===== src/logic/rtc_pkg.sv =====
// Purpose: Shared constants and types of the calendar and alarm block.
// Assumes: Byte-wide registers addressed by an 8-bit register pointer.
// Notes: Match register index 0 is seconds, 4 is weekday.
package rtc_pkg;
    // ------------------------------------------------------------------
    // Register map
    // ------------------------------------------------------------------
    localparam logic [7:0] OFF_MONTH = 8'h09;
    localparam logic [7:0] OFF_YEAR = 8'h0a;
    localparam logic [7:0] OFF_SEC_MATCH = 8'h0b;
    localparam logic [7:0] OFF_MIN_MATCH = 8'h0c;
    localparam logic [7:0] OFF_HR_MATCH = 8'h0d;
    localparam logic [7:0] OFF_DATE_MATCH = 8'h0e;
    localparam logic [7:0] OFF_DOW_MATCH = 8'h0f;
    localparam int MATCH_N = 5;
    localparam int OFF_BIT = 7;
    // ------------------------------------------------------------------
    // Implemented bits and reset values
    // ------------------------------------------------------------------
    localparam logic [7:0] MASK_MONTH = 8'h1f;
    localparam logic [7:0] MASK_YEAR = 8'hff;
    localparam logic [7:0] MASK_SEC_MATCH = 8'hff;
    localparam logic [7:0] MASK_MIN_MATCH = 8'hff;
    localparam logic [7:0] MASK_HR_MATCH = 8'hbf;
    localparam logic [7:0] MASK_DATE_MATCH = 8'hbf;
    localparam logic [7:0] MASK_DOW_MATCH = 8'h87;
    localparam logic [4:0][6:0] CMP_MASK = {7'h07, 7'h3f, 7'h3f, 7'h7f,
                                            7'h7f};
    localparam logic [4:0] RST_MONTH = 5'h01;
    localparam logic [7:0] RST_YEAR = 8'h00;
    localparam logic [7:0] RST_MATCH = 8'h80;
    localparam logic [4:0] MONTH_JAN = 5'h01;
    localparam logic [4:0] MONTH_OCT = 5'h10;
    localparam logic [4:0] MONTH_DEC = 5'h12;
    localparam logic [3:0] BCD_NINE = 4'h9;
    // ------------------------------------------------------------------
    // Timing
    // ------------------------------------------------------------------
    localparam longint ACCESS_MAX_NS = 1000000000;
    localparam longint CLK_PERIOD_NS = 4;
    localparam longint ACCESS_MAX_CYC = ACCESS_MAX_NS / CLK_PERIOD_NS;
    typedef enum {GATE_FREE, GATE_HELD} gate_state_t;
endpackage : rtc_pkg


===== src/logic/rtc_link_if.sv =====
// Purpose: Carries signals between the calendar core and its helpers.
// Assumes: All members live on the core clock.
// Notes: Index 0 of the byte arrays is seconds.
`timescale 1ns/1ps
interface rtc_link_if;
    logic tickSeen;
    logic accessBusy;
    logic incrGo;
    logic [4:0][7:0] matchSet;
    logic [4:0][7:0] timeNow;
    logic matchHit;
    modport gate (input tickSeen, input accessBusy, output incrGo);
    modport matcher (input matchSet, input timeNow, output matchHit);
    modport core (output tickSeen, output accessBusy, output matchSet,
                  output timeNow, input incrGo, input matchHit);
endinterface : rtc_link_if


===== src/logic/alarm_matcher.sv =====
// Purpose: Compares the enabled alarm fields with the current time.
// Assumes: Time bytes come from logic on the core clock.
// Notes: The hit is registered, one cycle behind the time bytes.
`timescale 1ns/1ps
module alarm_matcher (
    input wire logic clk, // core clock
    input wire logic srst, // synchronous reset, high
    input wire logic ce, // clock enable
    rtc_link_if.matcher link // match settings and time
);
    import rtc_pkg::*;

    logic [MATCH_N-1:0] fieldOn;
    logic [MATCH_N-1:0] fieldOk;
    logic matchHit;
    logic next_matchHit;

    for (genvar i = 0; i < MATCH_N; i++)
    begin : g_field
        assign fieldOn[i] = ~link.matchSet[i][OFF_BIT];
        assign fieldOk[i] = link.matchSet[i][OFF_BIT] |
            ((link.matchSet[i][6:0] & CMP_MASK[i]) ==
             (link.timeNow[i][6:0] & CMP_MASK[i]));
    end

    always_comb
    begin
        next_matchHit = (|fieldOn) & (&fieldOk);
    end

    always_ff @(posedge clk)
    begin
        if (srst)
            matchHit <= 1'b0;
        else if (ce)
            matchHit <= next_matchHit;
    end

    assign link.matchHit = matchHit;
endmodule : alarm_matcher


===== src/logic/incr_gate.sv =====
// Purpose: Holds one-second increments back while the host has access.
// Assumes: tickSeen is a one-cycle pulse on the core clock.
// Notes: A single increment is kept; further ticks while held are lost.
`timescale 1ns/1ps
module incr_gate (
    input wire logic clk, // core clock
    input wire logic srst, // synchronous reset, high
    input wire logic ce, // clock enable
    rtc_link_if.gate link // tick in, increment out
);
    import rtc_pkg::*;

    gate_state_t state;
    gate_state_t next_state;
    logic incrGo;
    logic next_incrGo;

    always_comb
    begin
        next_state = state;
        next_incrGo = 1'b0;
        unique case (state)
            GATE_FREE:
            begin
                if (link.tickSeen && link.accessBusy)
                    next_state = GATE_HELD;
                else if (link.tickSeen)
                    next_incrGo = 1'b1;
            end
            GATE_HELD:
            begin
                if (!link.accessBusy)
                begin
                    next_incrGo = 1'b1;
                    // A tick in the release cycle is kept for the next.
                    next_state = link.tickSeen ? GATE_HELD : GATE_FREE;
                end
            end
        endcase
    end

    always_ff @(posedge clk)
    begin
        if (srst)
        begin
            state <= GATE_FREE;
            incrGo <= 1'b0;
        end
        else if (ce)
        begin
            state <= next_state;
            incrGo <= next_incrGo;
        end
    end

    assign link.incrGo = incrGo;
endmodule : incr_gate


===== src/logic/rtc_calendar_alarm_regs.sv =====
// Purpose: Month and year calendar, access freeze and alarm match bank.
// Assumes: Register port and time bytes come from logic on clk.
// Notes: tickPin arrives from the oscillator domain and is synchronised.
`timescale 1ns/1ps
// Behaviour
// - Month register at 09h, top bits zero.
// - Months run BCD 1 to 12, January default.
// - Year register at 0Ah, two BCD digits.
// - Host access freezes the time counters.
// - Release applies at most one stored increment.
// - Second match at 0Bh, enable low active.
// - Minute match at 0Ch, enable low active.
// - Hour match at 0Dh, bit six unused.
// - Hour match holds 12 or 24 hour format.
// - Date match at 0Eh, bit six unused.
// - Weekday match at 0Fh, three value bits.
// - All enabled fields matching set the flag.
// - Flag sticky until cleared, set on new match.
module rtc_calendar_alarm_regs #(
    parameter int unsigned ACCESS_LIMIT_CYC = 32'(rtc_pkg::ACCESS_MAX_CYC)
) (
    input wire logic clk, // core clock, 250 MHz
    input wire logic srst, // synchronous reset, high
    input wire logic ce, // clock enable, freezes state when low
    input wire logic tickPin, // 1 Hz tick from the oscillator
    input wire logic accessBusy, // host access in progress
    input wire logic wrEn, // register write strobe
    input wire logic rdEn, // register read strobe
    input wire logic [7:0] addr, // register pointer
    input wire logic [7:0] wrData, // write data
    input wire logic [7:0] curSec, // current seconds byte
    input wire logic [7:0] curMin, // current minutes byte
    input wire logic [7:0] curHr, // current hours byte
    input wire logic [7:0] curDate, // current day byte
    input wire logic [7:0] curDow, // current weekday byte
    input wire logic monthCarry, // day counter wrapped past month end
    input wire logic flagClr, // clear the alarm flag
    output logic [7:0] rdData, // read data
    output logic rdHit, // read addressed this block
    output logic secIncr, // apply one second to the counters
    output logic [4:0] monthOut, // month register
    output logic [7:0] yearOut, // year register
    output logic alarmFlag, // alarm flag
    output logic overrunFlag // last access held too long
);
    import rtc_pkg::*;

    localparam int CNT_W = $clog2(ACCESS_LIMIT_CYC + 1);
    localparam logic [CNT_W-1:0] CNT_LIMIT = CNT_W'(ACCESS_LIMIT_CYC);

    // ------------------------------------------------------------------
    // Decoding helpers
    // ------------------------------------------------------------------
    function automatic logic [7:0] regMask(input logic [7:0] a);
        logic [7:0] m;
        m = 8'h00;
        unique case (a)
            OFF_MONTH: m = MASK_MONTH;
            OFF_YEAR: m = MASK_YEAR;
            OFF_SEC_MATCH: m = MASK_SEC_MATCH;
            OFF_MIN_MATCH: m = MASK_MIN_MATCH;
            // Both hour formats share bits 5:0, so one mask serves.
            OFF_HR_MATCH: m = MASK_HR_MATCH;
            OFF_DATE_MATCH: m = MASK_DATE_MATCH;
            OFF_DOW_MATCH: m = MASK_DOW_MATCH;
            default: m = 8'h00;
        endcase
        return m;
    endfunction : regMask

    function automatic logic [4:0] bcdMonthInc(input logic [4:0] m);
        logic [4:0] r;
        r = {m[4], m[3:0] + 4'h1};
        if (m == MONTH_DEC)
            r = MONTH_JAN;
        else if (m[3:0] == BCD_NINE)
            r = MONTH_OCT;
        return r;
    endfunction : bcdMonthInc

    function automatic logic [7:0] bcdYearInc(input logic [7:0] y);
        logic [7:0] r;
        r = {y[7:4], y[3:0] + 4'h1};
        if (y[3:0] == BCD_NINE)
        begin
            r[3:0] = 4'h0;
            r[7:4] = (y[7:4] == BCD_NINE) ? 4'h0 : y[7:4] + 4'h1;
        end
        return r;
    endfunction : bcdYearInc

    // ------------------------------------------------------------------
    // Tick synchroniser and helpers
    // ------------------------------------------------------------------
    rtc_link_if link ();
    logic tickS1;
    logic tickS2;
    logic tickS3;

    assign link.tickSeen = tickS2 & ~tickS3;
    assign link.accessBusy = accessBusy;
    assign link.timeNow = {curDow, curDate, curHr, curMin, curSec};
    assign secIncr = link.incrGo;

    incr_gate u_gate (
        .clk(clk),
        .srst(srst),
        .ce(ce),
        .link(link)
    );

    alarm_matcher u_match (
        .clk(clk),
        .srst(srst),
        .ce(ce),
        .link(link)
    );

    // ------------------------------------------------------------------
    // Registers
    // ------------------------------------------------------------------
    logic [4:0] monthReg;
    logic [4:0] next_monthReg;
    logic [7:0] yearReg;
    logic [7:0] next_yearReg;
    logic [4:0][7:0] matchReg;
    logic [4:0][7:0] next_matchReg;
    logic [7:0] next_rdData;
    logic next_rdHit;
    logic matchPrev;
    logic next_alarmFlag;
    logic [CNT_W-1:0] busyCnt;
    logic [CNT_W-1:0] next_busyCnt;
    logic next_overrunFlag;
    logic [7:0] rawRead;
    logic [2:0] matchIdx;

    assign link.matchSet = matchReg;
    assign monthOut = monthReg;
    assign yearOut = yearReg;

    always_comb
    begin
        next_monthReg = monthReg;
        next_yearReg = yearReg;
        next_matchReg = matchReg;
        if (monthCarry)
        begin
            next_monthReg = bcdMonthInc(monthReg);
            if (monthReg == MONTH_DEC)
                next_yearReg = bcdYearInc(yearReg);
        end
        if (wrEn && addr == OFF_MONTH)
            next_monthReg = wrData[4:0];
        if (wrEn && addr == OFF_YEAR)
            next_yearReg = wrData;
        for (int i = 0; i < MATCH_N; i++)
        begin
            if (wrEn && addr == OFF_SEC_MATCH + 8'(i))
                next_matchReg[i] = wrData & regMask(addr);
        end
    end

    always_comb
    begin
        matchIdx = 3'(addr - OFF_SEC_MATCH);
        rawRead = 8'h00;
        if (addr == OFF_MONTH)
            rawRead = {3'h0, monthReg};
        else if (addr == OFF_YEAR)
            rawRead = yearReg;
        else if (addr >= OFF_SEC_MATCH && addr <= OFF_DOW_MATCH)
            rawRead = matchReg[matchIdx];
        next_rdHit = rdEn && (regMask(addr) != 8'h00);
        next_rdData = rdEn ? (rawRead & regMask(addr)) : rdData;
    end

    always_comb
    begin
        next_alarmFlag = alarmFlag;
        if (flagClr)
            next_alarmFlag = 1'b0;
        if (link.matchHit && !matchPrev)
            next_alarmFlag = 1'b1;
    end

    always_comb
    begin
        next_busyCnt = '0;
        next_overrunFlag = overrunFlag;
        if (accessBusy)
            next_busyCnt = (busyCnt == CNT_LIMIT) ? busyCnt : busyCnt + 1'b1;
        if (accessBusy && busyCnt == '0)
            next_overrunFlag = 1'b0;
        else if (busyCnt == CNT_LIMIT)
            next_overrunFlag = 1'b1;
    end

    always_ff @(posedge clk)
    begin
        if (srst)
        begin
            tickS1 <= 1'b0;
            tickS2 <= 1'b0;
            tickS3 <= 1'b0;
            monthReg <= RST_MONTH;
            yearReg <= RST_YEAR;
            matchReg <= {MATCH_N{RST_MATCH}};
            rdData <= 8'h00;
            rdHit <= 1'b0;
            matchPrev <= 1'b0;
            alarmFlag <= 1'b0;
            busyCnt <= '0;
            overrunFlag <= 1'b0;
        end
        else if (ce)
        begin
            tickS1 <= tickPin;
            tickS2 <= tickS1;
            tickS3 <= tickS2;
            monthReg <= next_monthReg;
            yearReg <= next_yearReg;
            matchReg <= next_matchReg;
            rdData <= next_rdData;
            rdHit <= next_rdHit;
            matchPrev <= link.matchHit;
            alarmFlag <= next_alarmFlag;
            busyCnt <= next_busyCnt;
            overrunFlag <= next_overrunFlag;
        end
    end
endmodule : rtc_calendar_alarm_regs


===== config.mk =====
export PLATFORM = sky130hd
export DESIGN_NAME = rtc_calendar_alarm_regs
export DESIGN_NICKNAME = d
export VERILOG_FILES = /design/src/logic/rtc_pkg.sv /design/src/logic/rtc_link_if.sv /design/src/logic/alarm_matcher.sv /design/src/logic/incr_gate.sv /design/src/logic/rtc_calendar_alarm_regs.sv
export SDC_FILE = /design/constraint.sdc
export NUM_CORES = 1
export LEC_CHECK = 0
export CAP_MARGIN = 10
export CORE_AREA = 2 2 125 152
export DETAILED_ROUTE_END_ITERATION = 6
export DIE_AREA = 0 0 127 154
export DONT_BUFFER_PORTS = 1
export GPL_ROUTABILITY_DRIVEN = 0
export SETUP_SLACK_MARGIN = 0.3
export SKIP_CTS_REPAIR_TIMING = 1
export SLEW_MARGIN = 20
export SYNTH_ARGS = -nofsm -noshare
export SYNTH_HDL_FRONTEND = slang
export SYNTH_SLANG_ARGS = --single-unit
export TNS_END_PERCENT = 1

===== constraint.sdc =====
create_clock -name clk -period 2.23 [get_ports clk]
set_input_delay 0.223 -clock clk [delete_from_list [all_inputs] [get_ports clk]]
set_output_delay 0.223 -clock clk [all_outputs]
set_load 0.01 [all_outputs]

==> metrics.csv <==
stage;metric;value;unit
grt;grt_pass1_wl;25.9;mm
worst_setup_path;cp_cell_sequence;inv_1 > ha_1 > nor4b_1 > and4_1 > a31o_4 > or4_1 > a21oi_1;
logic_synthesis;synthArstFlopShare;0;%
logic_synthesis;syn-cell-area;0.00551;mm2
timing;finClkSkew;0.00826;ns
timing;setup_viol;0;
finish;final_common_cell;dfxtp_1;
clock_tree;cts_tree;done;
worst_setup_path;rr_worst_depth;7;
clock_tree;cts_num_sinks;99;
drt;routed_wl;16.7;mm
grt;grt_max_degree;64;
drt;vias_per_cell;5.40;
power_and_ir_drop;p_leak;0.00235;uW
worst_setup_path;crit_type;reg -> reg;
placed_design;io_buffers;0;
die;coreArea;0.0180;mm2
worst_setup_path;critical-path-max-stage-delay;0.40;ns
clock_tree;cts-htree-levels;3;
timing;worst_slew_pin_slew;0.875;ns
timing;tns;0;ns
finish;final_cell_mix;dfxtp_1 (98), nor2_1 (72), nand2_1 (70);
finish;syn2layout_area_growth;13.4;%
run;cap_violations;0;
grt;antenna_found_initial;0;
clock_tree;clock_latency;0.36;ns
die;chipWidth;127;um
worst_setup_path;required;2.52;ns
die;die_y;154;um
logic_synthesis;synth_edf_count;0;
logic_synthesis;synthMuxAreaShare;6.56;%
logic_synthesis;synth_top_family_by_area;simple AND/OR/NAND/NOR gates;
logic_synthesis;synth_nets;757;
timing;fmax;530;MHz
worst_setup_path;cp-endpoint;busyCnt[8];
drt;via_count;4976;
grt;grt_pass1_vias;4670;
grt;grt.total_usage;16.8;%
logic_synthesis;synth-main-ff-cell;dfxtp_1;
finish;fillers;1888;
logic_synthesis;synth.avg_cell_area;8.05;um2
timing;maxSlewViolCount;0;
die;dieArea;0.0196;mm2
worst_setup_path;cp-start-kind;register;
logic_synthesis;ys.warnings.count;0;
worst_setup_path;r2r-end;busyCnt[8];
finish;final-seq-area;0.00198;mm2
worst_setup_path;setup.worst_path.end_class;register;
finish;drive_above_1_share;9.47;%
worst_setup_path;crit_cells;7;
worst_setup_path;arrival;2.18;ns
grt;overflow;0;
logic_synthesis;synth_compound_area_share;17.6;%
drt;dr.pass1.iters;5;
timing;period_minus_slack;1.89;ns
clock_tree;numCtsBuffers;9;
timing;hold_viol;0;
logic_synthesis;netlist_instances;684;
worst_setup_path;reg2reg_from;busyCnt[1];
logic_synthesis;synth_xor_area_share;7.79;%
outcome;status;completed;
logic_synthesis;ys_ff_latch;99;
drt;drtIter0Drc;360;
logic_synthesis;seq_area_frac_synth;36.0;%
die;initial_core_util;30.7;%
timing;rsz0062_at_grt;true;
worst_setup_path;crit_fanout;12;
clock_tree;clkSlewWorstSetupHoldPaths;0.08;ns
drt;ant_nets;0;
worst_setup_path;cp.buffers_inverters;1;
power_and_ir_drop;peakVddDrop;0.370;mV
drt;wire_per_inst;18.1;um
logic_synthesis;synthSimpleGateAreaFrac;25.9;%
drt;drc;0;
hold_path;hp-class;in -> reg;
placed_design;detailed_place_hpwl;12.1;mm
die;fp-row-count;54;
clock_tree;clockBufferDepth;2;
timing;whs;0.0196;ns
finish;multi_input_area;0.00331;mm2
worst_setup_path;rrSetupSlack;0.34;ns
clock_tree;root_buffer;clkbuf_16;
worst_setup_path;cp_top_family;simple AND/OR/NAND/NOR gates;
logic_synthesis;synthDistinctLibCells;64;
die;ioPinCount;90;
worst_setup_path;startpoint;busyCnt[1];
timing;slew-limit-headroom;41.4;%
logic_synthesis;synth-adder-area-share;1.82;%
finish;final_nets;765;
power_and_ir_drop;power_density;584;mW/mm2
timing;fin_crit_sh;84.7;%
worst_setup_path;crit_path_top_delay_cell;or4_1;
finish;n_antenna_cell;0;
[report_power, final]
| part | total, uW | switching (uW) | internal, uW |
|---|---|---|---|
| clock network | 1610 | 809 | 802 |
| logic | 257 | 155 | 102 |
| registers | 1780 | 6.03 | 1770 |
| total | 3650 | 970 | 2680 |
[cells by family (layout without fill, tap and decap cells)]
kind of cell               after synthesis  in the layout
muxes                                   36             36
AOI/OAI and AO/OA                      155            155
adders and majority gates                8              8
buffers and inverters                   58             71
xor gates and xnor gates                49             49
DFF                                     99             99
and+or+nand+nor                        279            279
[sequential cells by signal (all words and copies together), names as in the netlist, 5 cells and up]
name	flops
busyCnt	28
link.matchSet	40
monthOut	5
rdData	8
yearOut	8
[layout make-up]
| cell class | instances | share of cell area, % |
|---|---|---|
| inverters | 18 | 1.08 |
| flip-flops and latches | 99 | 31.8 |
| clock buffers | 9 | 3.61 |
| clock inverters | 7 | 1.14 |
| well taps | 224 | 4.49 |
| repair buffers | 37 | 4.89 |
| multi-input cells | 527 | 53.0 |
[Yosys cell counts, drive strengths merged, types with 5 or more instances]
master  count  area, um2
nand2      70        263
nand2b      8       50.1
and3       15       93.8
inv        18       67.6
xor2       33        289
clkbuf     28        105
dfxtp      99       1980
nor2       73        277
nor3       17       90.1
mux2i      35        350
and2        8       50.1
or3        13       81.3
o21ai      29        149
ha          8        100
nand4      19        119
nand3      22        120
xnor2      16        140
a21oi      59        295
o22ai       6       37.5
a21o        6       45.0
o31a        5       43.8
a211oi      7       52.6
buf        12       63.8
or4         5       45.0
o211ai     10       75.1
nor4       11       90.1
[through the flow]
step	setup slack [ns]	total power (uW)	instance area, um2	util [%]	instances
after floorplan	0.272	2010	5510	-	684
after global placement	0.262	2050	5860	32.6	899
after detailed placement	0.183	2050	5860	32.6	899
after CTS	0.236	3660	6160	34.3	915
after global routing	0.236	3810	6250	34.8	921
final	0.342	3650	6250	34.8	921
[worst register-to-register path, stage by stage, from the launching register on]
cell     delay [ns]
dfxtp_2        0.38
inv_1          0.05
ha_1           0.17
nor4b_1        0.14
and4_1         0.25
a31o_4         0.29
or4_1          0.40
a21oi_1        0.14
[per-layer routing]
metal	GRT usage [%]	part of all wire, %
met1	20.3	43
met3	3.69	5.3
met2	29.0	50
met5	0	0
met4	6.54	2.3
[worst min path at each step]
stage,startpoint,endpoint,slack [ns],depth (start not counted)
finish,wrData[7],link.matchSet[39],0.02,2
global route,wrData[0],monthOut[0],0.03,2
CTS,srst,link.matchSet[4],-0.08,1
detailed placement,srst,rdHit,0.30,1
global placement,srst,rdHit,0.30,1
floorplan,accessBusy,u_gate.state[0],0.36,2
Note: power is estimated with default switching activity, not from simulation.
